File: src/hdl/acis_pkg.sv
// Package: register map, field layout and decode constants for the input select block
package acis_pkg;
   // Register map (byte addresses)
   localparam logic [7:0] CONVERTER_INPUT_SELECT_ADDR = 8'h7c;
   localparam logic [7:0] RESULT_LOW_BYTE_ADDR        = 8'h78;
   localparam logic [7:0] RESULT_HIGH_BYTE_ADDR       = 8'h79;
   localparam logic [7:0] SELECT_RESET                = 8'h00;
   // Field layout of the selection register
   localparam int REF_MSB   = 7;
   localparam int REF_LSB   = 6;
   localparam int ALIGN_BIT = 5;
   localparam int CHAN_MSB  = 4;
   localparam int CHAN_LSB  = 0;
   // Reference choices
   typedef enum logic [1:0] {
      ACIS_REF_PIN    = 2'h0,
      ACIS_REF_SUPPLY = 2'h1,
      ACIS_REF_1V1    = 2'h2,
      ACIS_REF_2V56   = 2'h3
   } acis_ref_e;
   // Channel code boundaries
   localparam logic [4:0] CH_SINGLE_LAST = 5'h07;
   localparam logic [4:0] CH_GAIN_LAST   = 5'h0f;
   localparam logic [4:0] CH_NEG1_LAST   = 5'h17;
   localparam logic [4:0] CH_NEG2_LAST   = 5'h1d;
   localparam logic [4:0] CH_BANDGAP     = 5'h1e;
   localparam logic [4:0] CH_GROUND      = 5'h1f;
   // Gain encodings
   typedef enum logic [1:0] {
      ACIS_GAIN_NONE = 2'h0,
      ACIS_GAIN_1X   = 2'h1,
      ACIS_GAIN_10X  = 2'h2,
      ACIS_GAIN_200X = 2'h3
   } acis_gain_e;
   // Input selector encodings (0..7 are analog inputs)
   localparam logic [3:0] IN_BANDGAP = 4'h8;
   localparam logic [3:0] IN_GROUND  = 4'h9;
   localparam logic [3:0] IN_NONE    = 4'hf;
   localparam int RESULT_W = 10;
endpackage : acis_pkg

File: src/hdl/acis_chan_decode.sv
// Channel code decoder: positive input, negative input and gain
`timescale 1ns/10ps
`default_nettype none
module acis_chan_decode (
   input  wire logic [4:0] code,     // Channel and gain code
   output logic      [3:0] pos_in,   // Positive or single-ended input
   output logic      [3:0] neg_in,   // Negative input, none when single-ended
   output logic      [1:0] gain      // Gain encoding
);
   // Table walk of the code space
   always_comb begin
      pos_in = acis_pkg::IN_NONE;
      neg_in = acis_pkg::IN_NONE;
      gain   = acis_pkg::ACIS_GAIN_NONE;
      if (code <= acis_pkg::CH_SINGLE_LAST) begin
         pos_in = {1'b0, code[2:0]};
      end else if (code <= acis_pkg::CH_GAIN_LAST) begin
         pos_in = {2'h0, code[2], code[0]};
         neg_in = {2'h0, code[2], 1'b0};
         gain   = code[1] ? acis_pkg::ACIS_GAIN_200X : acis_pkg::ACIS_GAIN_10X;
      end else if (code <= acis_pkg::CH_NEG1_LAST) begin
         pos_in = {1'b0, code[2:0]};
         neg_in = 4'h1;
         gain   = acis_pkg::ACIS_GAIN_1X;
      end else if (code <= acis_pkg::CH_NEG2_LAST) begin
         pos_in = {1'b0, code[2:0]};
         neg_in = 4'h2;
         gain   = acis_pkg::ACIS_GAIN_1X;
      end else if (code == acis_pkg::CH_BANDGAP) begin
         pos_in = acis_pkg::IN_BANDGAP;
      end else begin
         pos_in = acis_pkg::IN_GROUND;
      end
   end
endmodule : acis_chan_decode
`default_nettype wire

File: src/hdl/acis_top.sv
// Converter input select register with deferred reference/channel and result view
//
// Local design decision: the strobed register port.
`timescale 1ns/10ps
`default_nettype none
//-----------------------------------------------------------------------
// Function
// - Two-bit reference field picks pin, supply, 1.1V or 2.56V reference.
// - Reference change mid-conversion applies only once the done flag sets.
// - Bit 5 set gives left-aligned result, clear gives right-aligned.
// - Alignment change affects result view at once, even mid-conversion.
// - Bits 4:0 pick analog inputs and differential gain.
// - Channel change mid-conversion applies only once the done flag sets.
// - Codes 0-7 single inputs; 11110 bandgap; 11111 ground.
// - Differential codes decode to documented pairs and gains.
// - Done flag sets when conversion ends and result stored.
// - After low byte read, result frozen until high byte read.
//-----------------------------------------------------------------------
module acis_top (
   input  wire logic       clk,             // System clock, 125 MHz
   input  wire logic       rstn,            // Synchronous reset, active low
   input  wire logic [7:0] addr,            // Register byte address
   input  wire logic [7:0] wdata,           // Write data
   input  wire logic       wr,              // Write strobe
   input  wire logic       rd,              // Read strobe
   output logic      [7:0] rdata,           // Read data, cycle after rd
   input  wire logic       conv_start,      // Converter core starts a conversion
   input  wire logic       conv_end,        // Converter core finished, result valid
   input  wire logic [9:0] conv_result,     // Raw result from the core
   output logic      [1:0] reference_choice,// Active reference
   output logic      [3:0] pos_input,       // Active positive input
   output logic      [3:0] neg_input,       // Active negative input
   output logic      [1:0] gain_select,     // Active gain
   output logic            conversion_done_flag, // Pulse: result stored
   output logic            busy             // Conversion in progress
);
   //--------------------------------------------------------------------
   // Registers
   //--------------------------------------------------------------------
   logic [7:0]                     converter_input_select;
   logic [1:0]                     active_ref;
   logic [4:0]                     active_chan;
   logic [acis_pkg::RESULT_W-1:0]  result;
   logic                           result_locked;
   logic                           pending_store;
   logic [acis_pkg::RESULT_W-1:0]  pending_val;
   logic [3:0]                     dec_pos;
   logic [3:0]                     dec_neg;
   logic [1:0]                     dec_gain;
   logic [7:0]                     next_rdata;
   logic                           wr_sel;
   logic                           rd_low;
   logic                           rd_high;
   logic                           store_now;
   logic [acis_pkg::RESULT_W-1:0]  store_val;

   assign wr_sel  = wr && (addr == acis_pkg::CONVERTER_INPUT_SELECT_ADDR);
   assign rd_low  = rd && (addr == acis_pkg::RESULT_LOW_BYTE_ADDR);
   assign rd_high = rd && (addr == acis_pkg::RESULT_HIGH_BYTE_ADDR);

   // Software-visible selection register
   always_ff @(posedge clk) begin
      if (!rstn) begin
         converter_input_select <= acis_pkg::SELECT_RESET;
      end else if (wr_sel) begin
         converter_input_select <= wdata;
      end
   end

   // Conversion in progress tracking
   always_ff @(posedge clk) begin
      if (!rstn) begin
         busy <= 1'b0;
      end else if (conv_start) begin
         busy <= 1'b1;
      end else if (conv_end) begin
         busy <= 1'b0;
      end
   end

   // Active reference/channel: follow register when idle, hold while busy or while
   // a finished result waits behind the read lock, so the switch meets the done flag
   always_ff @(posedge clk) begin
      if (!rstn) begin
         active_ref  <= acis_pkg::SELECT_RESET[acis_pkg::REF_MSB:acis_pkg::REF_LSB];
         active_chan <= acis_pkg::SELECT_RESET[acis_pkg::CHAN_MSB:acis_pkg::CHAN_LSB];
      end else if ((!busy && !pending_store) || store_now) begin
         active_ref  <= converter_input_select[acis_pkg::REF_MSB:acis_pkg::REF_LSB];
         active_chan <= converter_input_select[acis_pkg::CHAN_MSB:acis_pkg::CHAN_LSB];
      end
   end

   // Channel decode
   acis_chan_decode u_dec (
      .code   (active_chan),
      .pos_in (dec_pos),
      .neg_in (dec_neg),
      .gain   (dec_gain)
   );

   // Registered analog controls
   always_ff @(posedge clk) begin
      if (!rstn) begin
         reference_choice <= acis_pkg::ACIS_REF_PIN;
         pos_input        <= 4'h0;
         neg_input        <= acis_pkg::IN_NONE;
         gain_select      <= acis_pkg::ACIS_GAIN_NONE;
      end else begin
         reference_choice <= active_ref;
         pos_input        <= dec_pos;
         neg_input        <= dec_neg;
         gain_select      <= dec_gain;
      end
   end

   // Result update blocked between low-byte and high-byte reads
   assign store_now = (conv_end || pending_store) && !result_locked;
   assign store_val = conv_end ? conv_result : pending_val;

   always_ff @(posedge clk) begin
      if (!rstn) begin
         result_locked <= 1'b0;
      end else if (rd_high) begin
         result_locked <= 1'b0;
      end else if (rd_low) begin
         result_locked <= 1'b1;
      end
   end

   // Hold a result that finished while the view was locked
   always_ff @(posedge clk) begin
      if (!rstn) begin
         pending_store <= 1'b0;
         pending_val   <= '0;
      end else if (conv_end && result_locked) begin
         pending_store <= 1'b1;
         pending_val   <= conv_result;
      end else if (store_now) begin
         pending_store <= 1'b0;
      end
   end

   // Result store and completion flag
   always_ff @(posedge clk) begin
      if (!rstn) begin
         result               <= '0;
         conversion_done_flag <= 1'b0;
      end else begin
         conversion_done_flag <= store_now;
         if (store_now) begin
            result <= store_val;
         end
      end
   end

   // Read mux: alignment applied live to the stored result
   always_comb begin
      next_rdata = 8'h00;
      if (rd) begin
         case (addr)
            acis_pkg::CONVERTER_INPUT_SELECT_ADDR: next_rdata = converter_input_select;
            acis_pkg::RESULT_LOW_BYTE_ADDR: begin
               if (converter_input_select[acis_pkg::ALIGN_BIT]) begin
                  next_rdata = {result[1:0], 6'h00};
               end else begin
                  next_rdata = result[7:0];
               end
            end
            acis_pkg::RESULT_HIGH_BYTE_ADDR: begin
               if (converter_input_select[acis_pkg::ALIGN_BIT]) begin
                  next_rdata = result[9:2];
               end else begin
                  next_rdata = {6'h00, result[9:8]};
               end
            end
            default: next_rdata = 8'h00;
         endcase
      end
   end

   always_ff @(posedge clk) begin
      if (!rstn) begin
         rdata <= 8'h00;
      end else begin
         rdata <= next_rdata;
      end
   end

   //--------------------------------------------------------------------
   // Assertions
   //--------------------------------------------------------------------
   a_ref_hold_busy: assert property (@(posedge clk) disable iff (!rstn)
      (busy && !store_now) |=> $stable(active_ref))
      else $error("reference changed during conversion");
   a_chan_hold_busy: assert property (@(posedge clk) disable iff (!rstn)
      (busy && !store_now) |=> $stable(active_chan))
      else $error("channel changed during conversion");
   a_sel_hold_pending: assert property (@(posedge clk) disable iff (!rstn)
      (pending_store && !store_now) |=> $stable(active_chan) && $stable(active_ref))
      else $error("selection changed while result pending");
   a_ref_follow_idle: assert property (@(posedge clk) disable iff (!rstn)
      (!busy && !pending_store) |=> ##1 (reference_choice ==
         $past(converter_input_select[acis_pkg::REF_MSB:acis_pkg::REF_LSB], 2)))
      else $error("reference not applied when idle");
   a_done_on_store: assert property (@(posedge clk) disable iff (!rstn)
      store_now |=> conversion_done_flag && (result == $past(store_val)))
      else $error("done flag or result missing");
   a_lock_blocks: assert property (@(posedge clk) disable iff (!rstn)
      (result_locked && !rd_high) |=> $stable(result))
      else $error("result updated while locked");
   a_left_high: assert property (@(posedge clk) disable iff (!rstn)
      (rd_high && converter_input_select[acis_pkg::ALIGN_BIT]) |=> rdata == $past(result[9:2]))
      else $error("left aligned high byte wrong");
   a_right_low: assert property (@(posedge clk) disable iff (!rstn)
      (rd_low && !converter_input_select[acis_pkg::ALIGN_BIT]) |=> rdata == $past(result[7:0]))
      else $error("right aligned low byte wrong");
   a_reset_zero: assert property (@(posedge clk)
      !rstn |=> converter_input_select == 8'h00)
      else $error("select register not zero after reset");
   a_ground_code: assert property (@(posedge clk) disable iff (!rstn)
      (active_chan == acis_pkg::CH_GROUND) |=> pos_input == acis_pkg::IN_GROUND)
      else $error("ground code decode wrong");
   a_gain_200: assert property (@(posedge clk) disable iff (!rstn)
      (active_chan == 5'h0b) |=> gain_select == acis_pkg::ACIS_GAIN_200X && neg_input == 4'h0)
      else $error("200x decode wrong");
endmodule : acis_top
`default_nettype wire

File: config.mk
export PLATFORM = sky130hd
export DESIGN_NAME = acis_top
export DESIGN_NICKNAME = d
export VERILOG_FILES = /design/src/hdl/acis_pkg.sv /design/src/hdl/acis_chan_decode.sv /design/src/hdl/acis_top.sv
export SDC_FILE = /design/constraint.sdc
export NUM_CORES = 1
export LEC_CHECK = 0
export BUFFER_PORTS_ARGS = -buffer_cell sky130_fd_sc_hd__buf_2
export CAP_MARGIN = 20
export CORE_UTILIZATION = 48
export CTS_CLUSTER_DIAMETER = 100
export DETAILED_ROUTE_END_ITERATION = 8
export PLACE_DENSITY = 0.75
export SLEW_MARGIN = 20
export SYNTH_ARGS = -nofsm -noshare
export SYNTH_HDL_FRONTEND = slang
export SYNTH_SLANG_ARGS = --single-unit
export TNS_END_PERCENT = 1
File: constraint.sdc
create_clock -name clk -period 1.3 [get_ports clk]
set_clock_uncertainty 0.1 [all_clocks]
set_input_delay 0.065 -clock clk [delete_from_list [all_inputs] [get_ports clk]]
set_output_delay 0.065 -clock clk [all_outputs]
set_load 0.02 [all_outputs]
==> impl_metrics.env, run 1 <==
export IMPL_status="completed"
export IMPL_path_cells="buf_4 > nor3b_1 > a21oi_1 > o22a_1 > nor2_1"
export IMPL_root_buffer="clkbuf_8"
export IMPL_hold_path_startpoint="conv_end"
export IMPL_worst_pin_slew_ns=0.333
export IMPL_post_route_period_util=0.957
export IMPL_setup_viol=0
export IMPL_muxShareOfSynthArea=0.0918
export IMPL_drt_wl_total_um=5370
export IMPL_yosys_area_share_adder=0
export IMPL_dieHeight_um=72.7
export IMPL_clockBufferDepth=2
export IMPL_maxCapViolCount=0
export IMPL_place_hpwl_um=3610
export IMPL_slew_violations=0
export IMPL_critPathSlowestCell="dfxtp_4"
export IMPL_syn_area_sq_mm=0.00240
export IMPL_placed_area_sq_mm=0.00286
export IMPL_slew_headroom=0.778
export IMPL_stdcell_area_sq_mm=0.00331
export IMPL_drive_gt1_frac=0.273
export IMPL_cp_end_kind="flop"
export IMPL_drc=0
export IMPL_async_flop_share=0
export IMPL_wl_per_cell_um=12.8
export IMPL_critPathBufInv=1
export IMPL_overflow=0
export IMPL_start_util=0.505
export IMPL_avgSynthCellArea_sq_um=9.23
export IMPL_cts_max_level=3
export IMPL_synth_xor_area_frac=0
export IMPL_synth_cells=260
export IMPL_grtUsageTotal=0.231
export IMPL_clock_sinks=58
export IMPL_path_class="reg2reg"
export IMPL_grt_setup_unrepaired="yes"
export IMPL_die_width_um=72.7
export IMPL_gp_congestion=0.798
export IMPL_fill_cells=358
export IMPL_peakVddDrop_uv=682
export IMPL_post_cts_buffers=0
export IMPL_grt_antenna_before_repair=0
export IMPL_ys_warn_count=0
export IMPL_fin_nets=380
export IMPL_core_area_sq_mm=0.00475
export IMPL_die_area_sq_mm=0.00529
export IMPL_avgViaCountPerCell=5.05
export IMPL_cts_buffers=9
export IMPL_synth_edf_count=0
export IMPL_p_per_area_mw_per_mm2=1180
export IMPL_worst_ep_required_time_ns=1.46
export IMPL_path_delay_family="flip-flops"
export IMPL_synth_seq_cells=58
export IMPL_yosys_cell_types_count=33
export IMPL_grt_pass1_wl_um=9140
export IMPL_cts_tree="yes"
export IMPL_synth_yosys_seq_area_share=0.484
export IMPL_ioPinCount=54
export IMPL_crit_path_start="converter_input_select[5]$_SDFFE_PN0P_"
export IMPL_worstReg2RegStart="converter_input_select[5]$_SDFFE_PN0P_"
export IMPL_synth_compound_area_frac=0.172
export IMPL_syn2layout_area_growth_pct=38.0
export IMPL_p_leak_nw=1.42
export IMPL_arrival_ns=1.40
export IMPL_rows=25
export IMPL_firstDrtPassIters=4
export IMPL_vias=2115
export IMPL_grt_max_degree=31
export IMPL_cts_clk_slew_worst_paths_ns=0.06
export IMPL_io_buffers=53
export IMPL_yosys_area_share_simple=0.216
export IMPL_ant_nets=0
export IMPL_hold_viol_final=0
export IMPL_drtIter0Drc=114
export IMPL_path_max_fanout=5
export IMPL_pre_cts_slack_ns=0.0224
export IMPL_max_freq_ghz=0.804
export IMPL_synth_top_family_by_area="simple AND/OR/NAND/NOR gates"
export IMPL_grt_pass1_vias=1974
export IMPL_fin_crit_ns=1.24
export IMPL_crit_path_max_incr_delay_ns=0.37
export IMPL_cp_start_kind="flop"
export IMPL_min_path_type="in2reg"
export IMPL_syn_num_nets=292
export IMPL_synthFlopType="dfxtp_1"
export IMPL_num_antenna_cells=0
export IMPL_insertion_delay_ns=0.33
export IMPL_layout_setup_ws_ns=0.0557
[state kept, by name (all words and copies together) (netlist names)]
register and count:
neg_input 3, converter_input_select 8, active_ref 2, pending_store 1, conversion_done_flag 1, result_locked 1, pending_val 10, result 10
busy 1, pos_input 4, active_chan 5, reference_choice 2, rdata 8, gain_select 2
[cell usage in the layout (no fill, tap or decap), types with 4 or more instances in the layout]
cell type	Yosys	layout
nor2b_1	9	9
nor2_1	18	18
dfxtp_1	58	57
a22oi_1	5	5
nand2b_1	5	5
clkbuf_8	0	14
dlygate4sd3_1	0	21
and2_1	6	5
buf_4	1	15
a21boi_0	18	14
o21ai_0	17	17
mux2i_1	22	22
nand2_1	47	47
buf_2	4	53
inv_1	4	4
o211a_1	10	10
[tightest hold or removal path, stage by stage]
cell and delay [ns]:
buf_2 0.15, nor2b_1 0.11, o21a_1 0.10
[area by class of cell]
| type | instances | area (sq um) | area share |
|---|---|---|---|
| inverters | 5 | 18.8 | 0.00567 |
| clock inverters | 1 | 30.0 | 0.00907 |
| clock buffers | 14 | 193 | 0.0582 |
| well taps | 67 | 83.8 | 0.0253 |
| flip-flops and latches | 58 | 1160 | 0.352 |
| repair buffers | 93 | 659 | 0.199 |
| multi-input cells | 181 | 1160 | 0.351 |
[kinds of logic after synthesis]
family / Yosys count
buffers and inverters: 21
multiplexers: 22
AND/OR/NAND/NOR: 101
flip-flops: 58
AO/OA/AOI/OAI: 58
[Yosys cell counts, types with 2 or more instances]
cell,number,area share
nor2_1,18,0.028
nand2_1,47,0.074
o22a_1,2,0.0073
buf_2,4,0.0083
clkbuf_1,11,0.017
a21oi_1,3,0.0063
nand3_1,3,0.0063
nor2b_1,9,0.023
o21ai_0,17,0.035
a21boi_0,18,0.056
nor3b_1,3,0.0094
and2_1,6,0.016
dfxtp_1,58,0.48
mux2i_1,22,0.092
o211a_1,10,0.042
nand2b_1,5,0.013
a22oi_1,5,0.016
inv_1,4,0.0063
[per-layer routing]
metal  part of all wire  track usage  vias to the layer above  wire, um
li1                   -            -                     1067         -
met1               0.45        0.280                      974      2400
met2               0.48        0.380                       60      2580
met3              0.048       0.0760                       14       260
met4              0.023       0.0893                        0       125
met5                  0            0                        -         0
[report_power, final]
part	leakage [nW]	internal (W)	switching [W]	total, W
Combinational	0.838	0.000174	0.000137	0.000311
Sequential	0.471	0.00180	0.0000203	0.00182
Clock	0.115	0.00114	0.000655	0.00179
[final timing paths]
kind,depth (start not counted),end,slack (ns)
worst max-delay path,5,rdata[1]$_SDFF_PN0_,0.06
worst min-delay path,3,busy$_SDFFE_PN0P_,0.03
worst max register to register,5,rdata[1]$_SDFF_PN0_,0.06
worst min register to register,1,reference_choice[0]$_SDFF_PN0_,0.36
[timing repair]
item,in CTS,in global routing
setup endpoints to repair,6,26
hold buffers,21,0
endpoints found under the hold margin,24,0
resized for setup,2,8
pin swaps,0,2
[through the flow]
step                      total power (W)  std cells  utilization  TNS, ns  hold WS [ns]
final                             0.00392        419        0.697        0        0.0324
after CTS                         0.00394        419        0.693        0        0.0311
after global routing              0.00406        419        0.697  -0.0124        0.0520
after floorplan                   0.00200        260            -        0        0.0888
after global placement            0.00212        383        0.602        0         0.185
after detailed placement          0.00212        383        0.602        0         0.187
(Power assumes the default switching activity.)
==> inputs of run 2 (changes only) <==
==> constraint.sdc (replaced) <==
create_clock -name clk -period 1.3 [get_ports clk]
set_clock_uncertainty 0.1 [all_clocks]
set_input_delay 0.26 -clock clk [delete_from_list [all_inputs] [get_ports clk]]
set_output_delay 0.26 -clock clk [all_outputs]
set_load 0.02 [all_outputs]
==> run 2 against run 1 <==
Against the previous run: sequential share of layout area is 1.8 points higher; core utilization is 3.4 points lower; register-to-register slack hardly changed; combinational power is 15% lower; hold slack better by 0.0094 ns.
==> impl_metrics.env, run 2 (same netlist as run 1, synthesis figures left out) <==
export IMPL_grt_pass1_vias=1912
export IMPL_worstReg2RegStart="converter_input_select[5]$_SDFFE_PN0P_"
export IMPL_root_buffer="clkbuf_8"
export IMPL_r2r_cells=5
export IMPL_num_antenna_cells=0
export IMPL_final_common_cell="dfxtp_1"
export IMPL_slew_violations=0
export IMPL_fill_cells=393
export IMPL_place_hpwl_um=3590
export IMPL_ant_nets=0
export IMPL_cts_max_level=3
export IMPL_r2r_slack_ns=0.04
export IMPL_ioPinCount=54
export IMPL_reg_top3="pending_val x10, result x10"
export IMPL_drt_wl_total_um=5220
export IMPL_vias=2003
export IMPL_whs_ns=0.0418
export IMPL_drive_gt1_frac=0.303
export IMPL_grt_antenna_before_repair=0
export IMPL_drc=0
export IMPL_clockBufferDepth=2
export IMPL_wl_per_cell_um=12.9
export IMPL_cts_buffers=9
export IMPL_p_per_area_mw_per_mm2=1280
export IMPL_slew_headroom=0.750
export IMPL_die_area_sq_mm=0.00529
export IMPL_hold_path_startpoint="conv_start"
export IMPL_core_area_sq_mm=0.00475
export IMPL_worst_pin_slew_ns=0.372
export IMPL_status="completed"
export IMPL_grt_max_degree=27
export IMPL_setup_viol=0
export IMPL_p_leak_nw=1.36
export IMPL_worst_ep_required_time_ns=1.47
export IMPL_dieHeight_um=72.7
export IMPL_io_buffers=53
export IMPL_cp_start_kind="flop"
export IMPL_insertion_delay_ns=0.34
export IMPL_fin_nets=364
export IMPL_syn2layout_area_growth_pct=31.2
export IMPL_cp_end_kind="flop"
export IMPL_overflow=0
export IMPL_crit_path_start="converter_input_select[5]$_SDFFE_PN0P_"
export IMPL_path_max_fanout=7
export IMPL_grt_setup_unrepaired="yes"
export IMPL_path_class="reg2reg"
export IMPL_cts_hold_buf=0
export IMPL_power_total_w=0.00404
export IMPL_min_path_type="in2reg"
export IMPL_drtIter0Drc=67
export IMPL_cts_clk_slew_worst_paths_ns=0.07
export IMPL_peakVddDrop_uv=784
export IMPL_gp_congestion=0.815
export IMPL_fin_crit_ns=1.26
export IMPL_maxCapViolCount=0
export IMPL_grtUsageTotal=0.213
export IMPL_avgViaCountPerCell=4.96
export IMPL_arrival_ns=1.43
export IMPL_firstDrtPassIters=4
export IMPL_start_util=0.505
export IMPL_die_width_um=72.7
export IMPL_grt_pass1_wl_um=8400
export IMPL_hold_viol_final=0
export IMPL_clock_sinks=58
export IMPL_max_freq_ghz=0.794
export IMPL_rows=25
export IMPL_reg2reg_to="rdata[6]$_SDFF_PN0_"
export IMPL_critPathCapture="rdata[6]$_SDFF_PN0_"
export IMPL_cts_tree="yes"
export IMPL_post_route_period_util=0.969
export IMPL_layout_common_cells="57 x dfxtp_1, 53 x buf_2, 47 x nand2_1, 22 x mux2i_1, 20 x buf_4"
==> run 2: cell count changes in the layout (fill, tap and decap cells not counted), moves of 2 or more <==
cell           previous run  this run
clkbuf_8                 14        12
a21boi_0                 14        18
a21boi_1                  3         0
buf_4                    15        20
dlygate4sd3_1            21         0
==> run 2: worst max-delay path, stage by stage (launching register included) <==
cell     delay, ns
dfxtp_4       0.39
inv_2         0.04
nor4_2        0.25
buf_4         0.19
a22oi_2       0.08
nor2_1        0.13
==> run 2: layer usage <==
metal  up-vias  wire length [um]  GRT usage
li1       1037                 -          -
met2        40              2500      0.359
met1       915              2420      0.254
met5         -                 0          0
met3        11               212     0.0594
met4         0                82     0.0915
==> run 2: how the worst min path moves through the flow <==
stage | endpoint | cells past startpoint
detailed placement | pos_input[0]$_SDFF_PN0_ | 1
floorplan | busy$_SDFFE_PN0P_ | 1
global placement | reference_choice[0]$_SDFF_PN0_ | 1
finish | busy$_SDFFE_PN0P_ | 2
CTS | busy$_SDFFE_PN0P_ | 2
global route | busy$_SDFFE_PN0P_ | 2
==> run 2: layout make-up <==
cell class                      count  area [sq um]  area share
Clock buffer                       12           165      0.0525
Timing Repair Buffer               77           487       0.155
Multi-Input combinational cell    181          1160       0.367
Clock inverter                      4          72.6      0.0231
Tap cell                           67          83.8      0.0266
Inverter                            5          18.8     0.00596
Sequential cell                    58          1160       0.370
==> run 2: per-stage QoR <==
| stage | cells | utilization | area (sq um) | worst slack [ns] | TNS [ns] |
|---|---|---|---|---|---|
| final | 404 | 0.662 | 3150 | 0.0408 | 0 |
| after global routing | 404 | 0.662 | 3150 | -0.0369 | -0.0607 |
| after detailed placement | 387 | 0.608 | 2890 | -0.266 | -2.60 |
| after CTS | 403 | 0.659 | 3130 | 0.0289 | 0 |
| after global placement | 387 | 0.608 | 2890 | -0.125 | -1.48 |
| after floorplan | 260 | - | 2400 | -0.183 | -3.05 |
==> run 2: power breakdown <==
part	internal (W)	switching, W
logic	0.000136	0.000129
clock network	0.00123	0.000723
registers	0.00180	0.0000202
==> run 2: timing repair <==
action | CTS | global route
pin swaps | 0 | 4
setup buffers | 0 | 1
resized for setup | 2 | 4
setup endpoints to repair | 5 | 7
